==> src/verilog/sacs_pkg.sv <==
// How it works
// - offset coefficient per set is a 16-bit two's complement value
// - gain coefficient per set is 16-bit unsigned with one integer bit
// - calibrated result is raw minus offset, then divided by the gain
// - four coefficient sets; channels 4, 5, 6 use sets 0, 1, 2
// - calibration code 0x1 converts, stores offset coefficient, exits by itself
// - calibration code 0x3 converts, overwrites gain coefficient, exits by itself
// - stored offset makes the zero-scale input give a zero calibrated output
// - gain determination maps reference input up to 1.25 full scale to target
// - coefficients stay host writable so averaged values can be written back
// - calibrated value is multiplied by scaling then shifted by the selector
// - four scaling and selector sets; channels 4 to 6 reuse sets 0 to 2
// - scan mode, first channel and last channel share one configuration register
// - scan writes wait in a holding buffer if it is empty, moved at next conversion start; a write while it is full is dropped
// - mode 0 converts only the first channel, without end
// - mode 1 converts first to last once, then goes to standby
// - mode 2 converts first to last and repeats
// - mode 3 drives burnout only into the channel just converted
// - burnout works in all modes, gated by each channel's enable bit
// - modes 0 to 2 drive burnout into every enabled channel at once
// - background calibration mode is held and passed to the converter core
package sacs_pkg;
    localparam logic [6:0] ADDR_BGCAL = 7'h10;
    localparam logic [6:0] ADDR_SCALCTL = 7'h17;
    localparam logic [6:0] ADDR_SCAN_STS = 7'h1E;
    localparam logic [6:0] ADDR_SCAN = 7'h1F;
    localparam logic [6:0] ADDR_INP_BASE = 7'h20;
    localparam logic [6:0] ADDR_INP_LAST = 7'h26;
    localparam logic [1:0] COEF_PAGE = 2'h3;
    localparam logic [2:0] ITEM_OFF_L = 3'h0;
    localparam logic [2:0] ITEM_OFF_H = 3'h1;
    localparam logic [2:0] ITEM_GAIN_L = 3'h2;
    localparam logic [2:0] ITEM_GAIN_H = 3'h3;
    localparam logic [2:0] ITEM_SCALE = 3'h4;
    localparam logic [2:0] ITEM_BSEL = 3'h5;
    localparam int INP_BURN_BIT = 7;
    localparam int NCH = 7;
    localparam int NSET = 4;
    localparam logic [2:0] CH_MAX = 3'h6;
    localparam logic [15:0] OFF_RST = 16'h0000;
    localparam logic [15:0] GAIN_RST = 16'h8000;
    localparam logic [7:0] SCALE_RST = 8'h01;
    localparam logic [2:0] BSEL_RST = 3'h0;
    localparam logic [1:0] BGCAL_RST = 2'h0;
    localparam logic [1:0] CAL_IDLE = 2'h0;
    localparam logic [1:0] CAL_OFFSET = 2'h1;
    localparam logic [1:0] CAL_GAIN = 2'h3;
    localparam logic [1:0] MODE0 = 2'h0;
    localparam logic [1:0] MODE1 = 2'h1;
    localparam logic [1:0] MODE2 = 2'h2;
    localparam logic [1:0] MODE3 = 2'h3;
    localparam int GAIN_FRAC = 15;
    localparam logic [5:0] DIV_STEPS = 6'h20;
    localparam logic [31:0] POS_MAX = 32'h0000_7FFF;
    localparam logic [31:0] NEG_MAX = 32'h0000_8000;
    localparam logic [31:0] U16_MAX = 32'h0000_FFFF;
    typedef struct packed {
        logic [1:0] mode;
        logic [2:0] last;
        logic [2:0] first;
    } sacs_scan_cfg_t;
    localparam sacs_scan_cfg_t SCAN_RST = 8'h00;
    typedef enum logic [2:0] {
        S_IDLE = 3'b001,
        S_CONV = 3'b010,
        S_DIV = 3'b100
    } sacs_state_t;
endpackage

==> src/verilog/sacs_div.sv <==
`timescale 1ns/100ps
module sacs_div import sacs_pkg::*; (
    input wire logic mclk,
    input wire logic nrst,
    input wire logic ce,
    input wire logic start,
    input wire logic [31:0] num,
    input wire logic [15:0] den,
    output logic busy,
    output logic done,
    output logic [31:0] quo
);
    logic [16:0] rem_reg;
    logic [5:0] cnt_reg;
    logic [16:0] trial;
    logic fits;

    // restoring step: one quotient bit per cycle, zero divisor saturates
    assign trial = {rem_reg[15:0], quo[31]};
    assign fits = trial >= {1'b0, den};

    always_ff @(posedge mclk or negedge nrst) begin
        if (!nrst) begin
            rem_reg <= 17'h00000;
            quo <= 32'h0000_0000;
            cnt_reg <= 6'h00;
            busy <= 1'b0;
            done <= 1'b0;
        end else if (ce) begin
            done <= 1'b0;
            if (start) begin
                rem_reg <= 17'h00000;
                quo <= num;
                cnt_reg <= DIV_STEPS;
                busy <= 1'b1;
            end else if (busy) begin
                rem_reg <= fits ? (trial - {1'b0, den}) : trial;
                quo <= {quo[30:0], fits};
                cnt_reg <= cnt_reg - 6'h01;
                if (cnt_reg == 6'h01) begin
                    busy <= 1'b0;
                    done <= 1'b1;
                end
            end
        end
    end
endmodule

==> src/verilog/sacs_seq.sv <==
`timescale 1ns/100ps
module sacs_seq import sacs_pkg::*; (
    input wire logic mclk,
    input wire logic nrst,
    input wire logic ce,
    input wire logic reg_wr,
    input wire logic [6:0] reg_addr,
    input wire logic [7:0] reg_wdata,
    output logic [7:0] reg_rdata,
    output logic conv_start,
    output logic [2:0] conv_ch,
    input wire logic conv_done,
    input wire logic [15:0] conv_raw,
    output logic [15:0] data_out,
    output logic data_valid,
    output logic [2:0] data_ch,
    output logic [6:0] burnout,
    output logic [1:0] bgcal_mode,
    output logic standby
);
    // channels 4..6 fold onto sets 0..2, which are their two low bits
    function automatic logic [1:0] coef_set(input logic [2:0] ch);
        coef_set = ch[1:0];
    endfunction

    logic [15:0] off_mem [0:NSET-1];
    logic [15:0] gain_mem [0:NSET-1];
    logic [7:0] scale_mem [0:NSET-1];
    logic [2:0] bsel_mem [0:NSET-1];
    sacs_scan_cfg_t act_reg;
    sacs_scan_cfg_t pend_cfg_reg;
    logic pend_reg;
    logic run_reg;
    logic [1:0] cal_reg;
    logic [1:0] cal_act_reg;
    logic [1:0] bg_reg;
    logic [6:0] burn_en_reg;
    sacs_state_t state_reg;
    logic [2:0] nxt_ch_reg;
    logic [2:0] scan_last_channel_reg;
    logic last_vld_reg;
    logic neg_reg;

    // register decode
    logic wr_scan;
    logic wr_scal;
    logic wr_bg;
    logic wr_inp;
    logic wr_coef;
    logic [6:0] inp_off;
    logic [2:0] inp_idx;
    logic [1:0] coef_sel;
    logic [2:0] coef_item;
    assign wr_scan = reg_wr && (reg_addr == ADDR_SCAN);
    assign wr_scal = reg_wr && (reg_addr == ADDR_SCALCTL);
    assign wr_bg = reg_wr && (reg_addr == ADDR_BGCAL);
    assign inp_off = reg_addr - ADDR_INP_BASE;
    assign inp_idx = inp_off[2:0];
    assign wr_inp = reg_wr && (reg_addr >= ADDR_INP_BASE) && (reg_addr <= ADDR_INP_LAST);
    assign wr_coef = reg_wr && (reg_addr[6:5] == COEF_PAGE);
    assign coef_sel = reg_addr[4:3];
    assign coef_item = reg_addr[2:0];

    // conversion start selection
    logic cal_go;
    logic go;
    logic xfer;
    sacs_scan_cfg_t act_next;
    logic [2:0] start_ch;
    assign cal_go = (cal_reg == CAL_OFFSET) || (cal_reg == CAL_GAIN);
    assign go = cal_go || run_reg || pend_reg;
    assign xfer = (state_reg == S_IDLE) && go;
    assign act_next = pend_reg ? pend_cfg_reg : act_reg;
    assign start_ch = (cal_go || pend_reg || act_next.mode == MODE0) ?
        act_next.first : nxt_ch_reg;

    // datapath: offset subtract, divide by 1.15 gain, scale and shift
    logic [1:0] conv_set;
    logic signed [16:0] diff;
    logic [16:0] mag;
    logic [31:0] div_num;
    logic [15:0] div_den;
    logic div_start;
    logic div_done;
    logic [31:0] quo;
    logic [15:0] cal_val;
    logic [15:0] gain_sat;
    logic signed [24:0] prod;
    logic signed [24:0] shifted;
    logic off_done;
    logic gain_done;
    logic out_done;
    assign conv_set = coef_set(conv_ch);
    assign diff = $signed({conv_raw[15], conv_raw}) -
        $signed({off_mem[conv_set][15], off_mem[conv_set]});
    assign mag = diff[16] ? (17'h00000 - diff) : diff;
    assign div_num = {mag[16:0], 15'h0000};
    assign div_den = gain_mem[conv_set];
    assign off_done = (state_reg == S_CONV) && conv_done && (cal_act_reg == CAL_OFFSET);
    assign div_start = (state_reg == S_CONV) && conv_done && (cal_act_reg != CAL_OFFSET);
    assign gain_done = (state_reg == S_DIV) && div_done && (cal_act_reg == CAL_GAIN);
    assign out_done = (state_reg == S_DIV) && div_done && (cal_act_reg == CAL_IDLE);
    assign cal_val = !neg_reg ? ((quo > POS_MAX) ? 16'h7FFF : quo[15:0]) :
        ((quo > NEG_MAX) ? 16'h8000 : (16'h0000 - quo[15:0]));
    assign gain_sat = (quo > U16_MAX) ? 16'hFFFF : quo[15:0];
    assign prod = $signed(cal_val) * $signed({1'b0, scale_mem[conv_set]});
    assign shifted = prod >>> bsel_mem[conv_set];

    sacs_div u_div (
        .mclk(mclk),
        .nrst(nrst),
        .ce(ce),
        .start(div_start),
        .num(div_num),
        .den(div_den),
        .busy(),
        .done(div_done),
        .quo(quo)
    );

    // scan advance
    logic wrap;
    logic [2:0] ch_inc;
    assign wrap = (conv_ch == act_reg.last) || (conv_ch == CH_MAX);
    assign ch_inc = conv_ch + 3'h1;

    // coefficient sets: hardware determination wins over a host write
    always_ff @(posedge mclk or negedge nrst) begin
        if (!nrst) begin
            for (int i = 0; i < NSET; i++) begin
                off_mem[i] <= OFF_RST;
                gain_mem[i] <= GAIN_RST;
                scale_mem[i] <= SCALE_RST;
                bsel_mem[i] <= BSEL_RST;
            end
        end else if (ce) begin
            if (wr_coef) begin
                case (coef_item)
                    ITEM_OFF_L: off_mem[coef_sel][7:0] <= reg_wdata;
                    ITEM_OFF_H: off_mem[coef_sel][15:8] <= reg_wdata;
                    ITEM_GAIN_L: gain_mem[coef_sel][7:0] <= reg_wdata;
                    ITEM_GAIN_H: gain_mem[coef_sel][15:8] <= reg_wdata;
                    ITEM_SCALE: scale_mem[coef_sel] <= reg_wdata;
                    ITEM_BSEL: bsel_mem[coef_sel] <= reg_wdata[2:0];
                    default: ;
                endcase
            end
            if (off_done) begin
                off_mem[conv_set] <= conv_raw;
            end
            if (gain_done) begin
                gain_mem[conv_set] <= gain_sat;
            end
        end
    end

    // configuration registers
    always_ff @(posedge mclk or negedge nrst) begin
        if (!nrst) begin
            bg_reg <= BGCAL_RST;
            burn_en_reg <= 7'h00;
            pend_cfg_reg <= SCAN_RST;
            pend_reg <= 1'b0;
        end else if (ce) begin
            if (wr_bg) begin
                bg_reg <= reg_wdata[1:0];
            end
            if (wr_inp) begin
                burn_en_reg[inp_idx] <= reg_wdata[INP_BURN_BIT];
            end
            if (wr_scan && !pend_reg) begin
                pend_cfg_reg <= reg_wdata;
                pend_reg <= 1'b1;
            end else if (xfer) begin
                pend_reg <= 1'b0;
            end
        end
    end

    // calibration control field: host write wins over the automatic exit
    always_ff @(posedge mclk or negedge nrst) begin
        if (!nrst) begin
            cal_reg <= CAL_IDLE;
        end else if (ce) begin
            if (wr_scal) begin
                cal_reg <= reg_wdata[1:0];
            end else if (off_done || gain_done) begin
                cal_reg <= CAL_IDLE;
            end
        end
    end

    // conversion sequencer
    always_ff @(posedge mclk or negedge nrst) begin
        if (!nrst) begin
            state_reg <= S_IDLE;
            act_reg <= SCAN_RST;
            run_reg <= 1'b1;
            conv_start <= 1'b0;
            conv_ch <= 3'h0;
            cal_act_reg <= CAL_IDLE;
            neg_reg <= 1'b0;
        end else if (ce) begin
            conv_start <= 1'b0;
            unique case (state_reg)
                S_IDLE: begin
                    if (go) begin
                        act_reg <= act_next;
                        if (pend_reg) begin
                            run_reg <= 1'b1;
                        end
                        conv_start <= 1'b1;
                        conv_ch <= start_ch;
                        cal_act_reg <= cal_go ? cal_reg : CAL_IDLE;
                        state_reg <= S_CONV;
                    end
                end
                S_CONV: begin
                    if (conv_done) begin
                        neg_reg <= diff[16];
                        state_reg <= off_done ? S_IDLE : S_DIV;
                    end
                end
                S_DIV: begin
                    if (div_done) begin
                        state_reg <= S_IDLE;
                        if (out_done && act_reg.mode == MODE1 && wrap) begin
                            run_reg <= 1'b0;
                        end
                    end
                end
                default: state_reg <= S_IDLE;
            endcase
        end
    end

    // scan position, result output and last converted channel
    always_ff @(posedge mclk or negedge nrst) begin
        if (!nrst) begin
            nxt_ch_reg <= 3'h0;
            data_out <= 16'h0000;
            data_valid <= 1'b0;
            data_ch <= 3'h0;
            scan_last_channel_reg <= 3'h0;
            last_vld_reg <= 1'b0;
        end else if (ce) begin
            data_valid <= 1'b0;
            if (out_done) begin
                data_out <= shifted[15:0];
                data_valid <= 1'b1;
                data_ch <= conv_ch;
                if (act_reg.mode == MODE0 || wrap) begin
                    nxt_ch_reg <= act_reg.first;
                end else begin
                    nxt_ch_reg <= ch_inc;
                end
            end
            if ((state_reg == S_CONV) && conv_done) begin
                scan_last_channel_reg <= conv_ch;
                last_vld_reg <= 1'b1;
            end
        end
    end

    // burnout gating
    logic [6:0] last_hot;
    assign last_hot = 7'h01 << scan_last_channel_reg;
    assign burnout = (act_reg.mode == MODE3) ?
        (last_vld_reg ? (burn_en_reg & last_hot) : 7'h00) :
        burn_en_reg;
    assign bgcal_mode = bg_reg;
    assign standby = (state_reg == S_IDLE) && !go;

    // read-back
    logic [7:0] coef_rd;
    logic [7:0] rd_val;
    logic [7:0] inp_rd;
    assign coef_rd = (coef_item == ITEM_OFF_L) ? off_mem[coef_sel][7:0] :
        (coef_item == ITEM_OFF_H) ? off_mem[coef_sel][15:8] :
        (coef_item == ITEM_GAIN_L) ? gain_mem[coef_sel][7:0] :
        (coef_item == ITEM_GAIN_H) ? gain_mem[coef_sel][15:8] :
        (coef_item == ITEM_SCALE) ? scale_mem[coef_sel] :
        (coef_item == ITEM_BSEL) ? {5'h00, bsel_mem[coef_sel]} : 8'h00;
    assign inp_rd = {burn_en_reg[inp_idx], 7'h00};
    assign rd_val = (reg_addr[6:5] == COEF_PAGE) ? coef_rd :
        (reg_addr == ADDR_SCAN) ? act_reg :
        (reg_addr == ADDR_SCAN_STS) ? {7'h00, pend_reg} :
        (reg_addr == ADDR_SCALCTL) ? {6'h00, cal_reg} :
        (reg_addr == ADDR_BGCAL) ? {6'h00, bg_reg} :
        ((reg_addr >= ADDR_INP_BASE) && (reg_addr <= ADDR_INP_LAST)) ? inp_rd : 8'h00;

    always_ff @(posedge mclk or negedge nrst) begin
        if (!nrst) begin
            reg_rdata <= 8'h00;
        end else if (ce) begin
            reg_rdata <= rd_val;
        end
    end
endmodule

==> config.mk <==
export PLATFORM = sky130hd
export DESIGN_NAME = sacs_seq
export DESIGN_NICKNAME = d
export VERILOG_FILES = /design/src/verilog/sacs_pkg.sv /design/src/verilog/sacs_div.sv /design/src/verilog/sacs_seq.sv
export SDC_FILE = /design/constraint.sdc
export NUM_CORES = 1
export LEC_CHECK = 0
export BUFFER_PORTS_ARGS = -buffer_cell sky130_fd_sc_hd__buf_2
export CAP_MARGIN = 40
export CORE_MARGIN = 2
export CORE_UTILIZATION = 45
export DETAILED_ROUTE_END_ITERATION = 8
export PLACE_DENSITY = 0.58
export SLEW_MARGIN = 30
export SYNTH_ARGS = -nofsm -noshare
export SYNTH_HDL_FRONTEND = slang
export SYNTH_SLANG_ARGS = --single-unit
export TNS_END_PERCENT = 20
==> constraint.sdc <==
create_clock -name mclk -period 7.7 [get_ports mclk]
set_input_delay 0 -clock mclk [delete_from_list [all_inputs] [get_ports mclk]]
set_output_delay 0 -clock mclk [all_outputs]
set_load 0.005 [all_outputs]
==> impl_metrics.tcl <==
set metrics [dict create \
    synth_area_mm2 0.0231 \
    wl_per_cell_um 22.1 \
    cp.required_ps 8120 \
    grtUsageTotal 0.275 \
    worst_ir_drop_vdd_uv 144 \
    arrival_ps 7690 \
    first_pass_iters 6 \
    finalSetupTns_ps 0 \
    synth_area_leaders "dfrtp_1, fa_1, mux4_2, nor2_1, a21oi_1" \
    drc 0 \
    min_period_ps 7270 \
    gp_congestion 0.891 \
    finalHoldViolations 0 \
    yosys_warnings 0 \
    num_io_pins 78 \
    post_cts_buffers 0 \
    pwr_density_cell_mw_per_mm2 283 \
    maxSlewHeadroom 0.415 \
    power.total_mw 7.34 \
    synth_seq_cells 302 \
    drtAntennaViolNets 0 \
    ys_seq_area_frac 0.328 \
    dp_hpwl_mm 51.1 \
    core_mm2 0.0510 \
    via_per_inst 6.05 \
    cts_buffer_depth 3 \
    clkLatencyLatePin_ps 570 \
    clk_pin_slew_ps 60 \
    fin_cells 3296 \
    numCtsBuffers 36 \
    p_leak_nw 11.3 \
    layout-drive-gt1-share 0.156 \
    dp.cells 3185 \
    grt_overflow 0 \
    finalNetCount 2807 \
    vias 19900 \
    worst_pin_slew_ps 877 \
    synth_top_cell_by_area "dfrtp_1" \
    numClockSinks 302 \
    fmax_mhz 138 \
    cts_tree "built" \
    crit_type "flip-flop to flip-flop" \
    fin_area_mm2 0.0259 \
    top_regs "gain_mem (64), off_mem (64)" \
    setup_viol 0 \
    die_w_um 231 \
    outcome "finished clean" \
    fin_crit_sh 0.944 \
    drt_wl_total_mm 72.8 \
    whs_ps 31.0 \
    yosysUniqueCellTypes 81 \
    rsz0062_at_grt "false" \
    yosys.area.top_type_share 0.316 \
    syn_inst 2524 \
    dieArea_mm2 0.0531 \
    clockRootBuffer "clkbuf_16" \
    final_util 0.508 \
    synth_common_cells "nor2_1, dfrtp_1, a21oi_1" \
    start_util 0.453 \
    regArea_mm2 0.00757 \
    fillers 4750 \
    grt_max_degree 176 \
    hold_class "input port to flip-flop" \
    drt_iter0_markers 1915 \
    slew_viol_final 0 \
    multi_input_area_mm2 0.0143 \
    synth_edf_count 0 \
    grt_pass1_wl_mm 114 \
    fin_worst_skew_ps 28.4 \
    syn_area_per_cell_um2 9.15 \
    place_area_mm2 0.0242 \
    startpoint_type "flip-flop" \
    grt_pass1_vias 19700 \
    end_kind "flip-flop" \
    path_max_fanout 8 \
    drv_cap 0 \
    htreeDepth 2 \
    async_flop_share 1.00 \
    port_buffers 77 \
    fp-row-count 83 \
    die_height_um 231 \
    synthToLayoutAreaGrowth_pct 12.2 \
    synth.most_common_cell "nor2_1" \
    grt_antenna_before_repair 2 \
    pre_cts_ws_ps 621 \
    setup_ws_ps 432 \
    syn_nets 2744 \
    ys.flop_type "dfrtp_1" \
]
[worst paths after layout]
path	end	cells after the start	slack, ps	startpoint
max in group asynchronous	scan_last_channel_reg[0]	5	6070	nrst
min in group asynchronous	u_div.quo[14]	3	400	nrst
worst min register to register	data_out[7]	2	460	data_out[7]
worst max register to register	data_out[10]	23	430	u_div.quo[0]
worst max-delay path	data_out[10]	23	430	u_div.quo[0]
worst min-delay path	reg_rdata[0]	4	30	reg_addr[5]
[layout make-up]
| class | count | share of cell area |
|---|---|---|
| Timing Repair Buffer | 158 | 0.0460 |
| Inverter | 203 | 0.0294 |
| Sequential cell | 302 | 0.292 |
| Antenna cell | 1 | 0.0000966 |
| Clock buffer | 55 | 0.0422 |
| Multi-Input combinational cell | 1886 | 0.551 |
| Tap cell | 680 | 0.0328 |
| Clock inverter | 11 | 0.00657 |
[report_power, final]
part,internal [mW],leakage (nW),switching (mW)
Sequential,1.82,4.02,0.239
Combinational,1.38,6.67,2.09
Clock,1.09,0.622,0.725
Total,4.29,11.3,3.06
[placed cells by master (no fill, tap or decap), types with 33 or more instances in the layout]
| cell | n |
|---|---|
| a21oi_1 | 227 |
| buf_2 | 79 |
| buf_4 | 33 |
| clkbuf_16 | 37 |
| dfrtp_1 | 290 |
| fa_1 | 99 |
| ha_1 | 85 |
| inv_1 | 197 |
| mux2_2 | 82 |
| mux2i_1 | 45 |
| mux4_2 | 77 |
| nand2_1 | 215 |
| nor2_1 | 338 |
| nor3_1 | 35 |
| o21ai_0 | 100 |
| o22ai_1 | 139 |
| xnor2_1 | 47 |
[layer usage]
| metal | up-vias | global-route usage | routed length (um) |
|---|---|---|---|
| met4 | 0 | 0.0720 | 1750 |
| met5 | - | 0 | 0 |
| met2 | 794 | 0.433 | 33100 |
| li1 | 9104 | - | - |
| met3 | 114 | 0.0504 | 5720 |
| met1 | 9923 | 0.391 | 32300 |
[worst max-delay path, stage by stage (launching register included)]
cell	delay [ps]
dfrtp_1	430
inv_1	120
ha_1	200
nor3b_2	390
nand4_1	210
a22oi_2	430
o211ai_1	480
or2_2	440
fa_1	420
inv_1	90
fa_1	380
inv_1	80
fa_1	430
fa_1	550
inv_1	40
ha_1	330
o21ai_0	260
o21ai_1	150
a31oi_1	340
nor4bb_1	120
nor4b_1	540
o21ai_1	180
o21ai_0	350
o221ai_1	170
[cells by family after synthesis]
family,after synthesis,share of synthesized area
buffers and inverters,336,0.0556
DFF,302,0.328
AOI/OAI and AO/OA,682,0.183
xor gates and xnor gates,64,0.0243
adders and majority gates,184,0.132
and+or+nand+nor,752,0.143
muxes,204,0.135
[timing repair]
action                                  CTS  global route
hold buffers                             28             0
resized for setup                         0             1
endpoints found under the setup margin    0             4
hold endpoints to repair                172             0
Power figures use the tool's default switching activity.
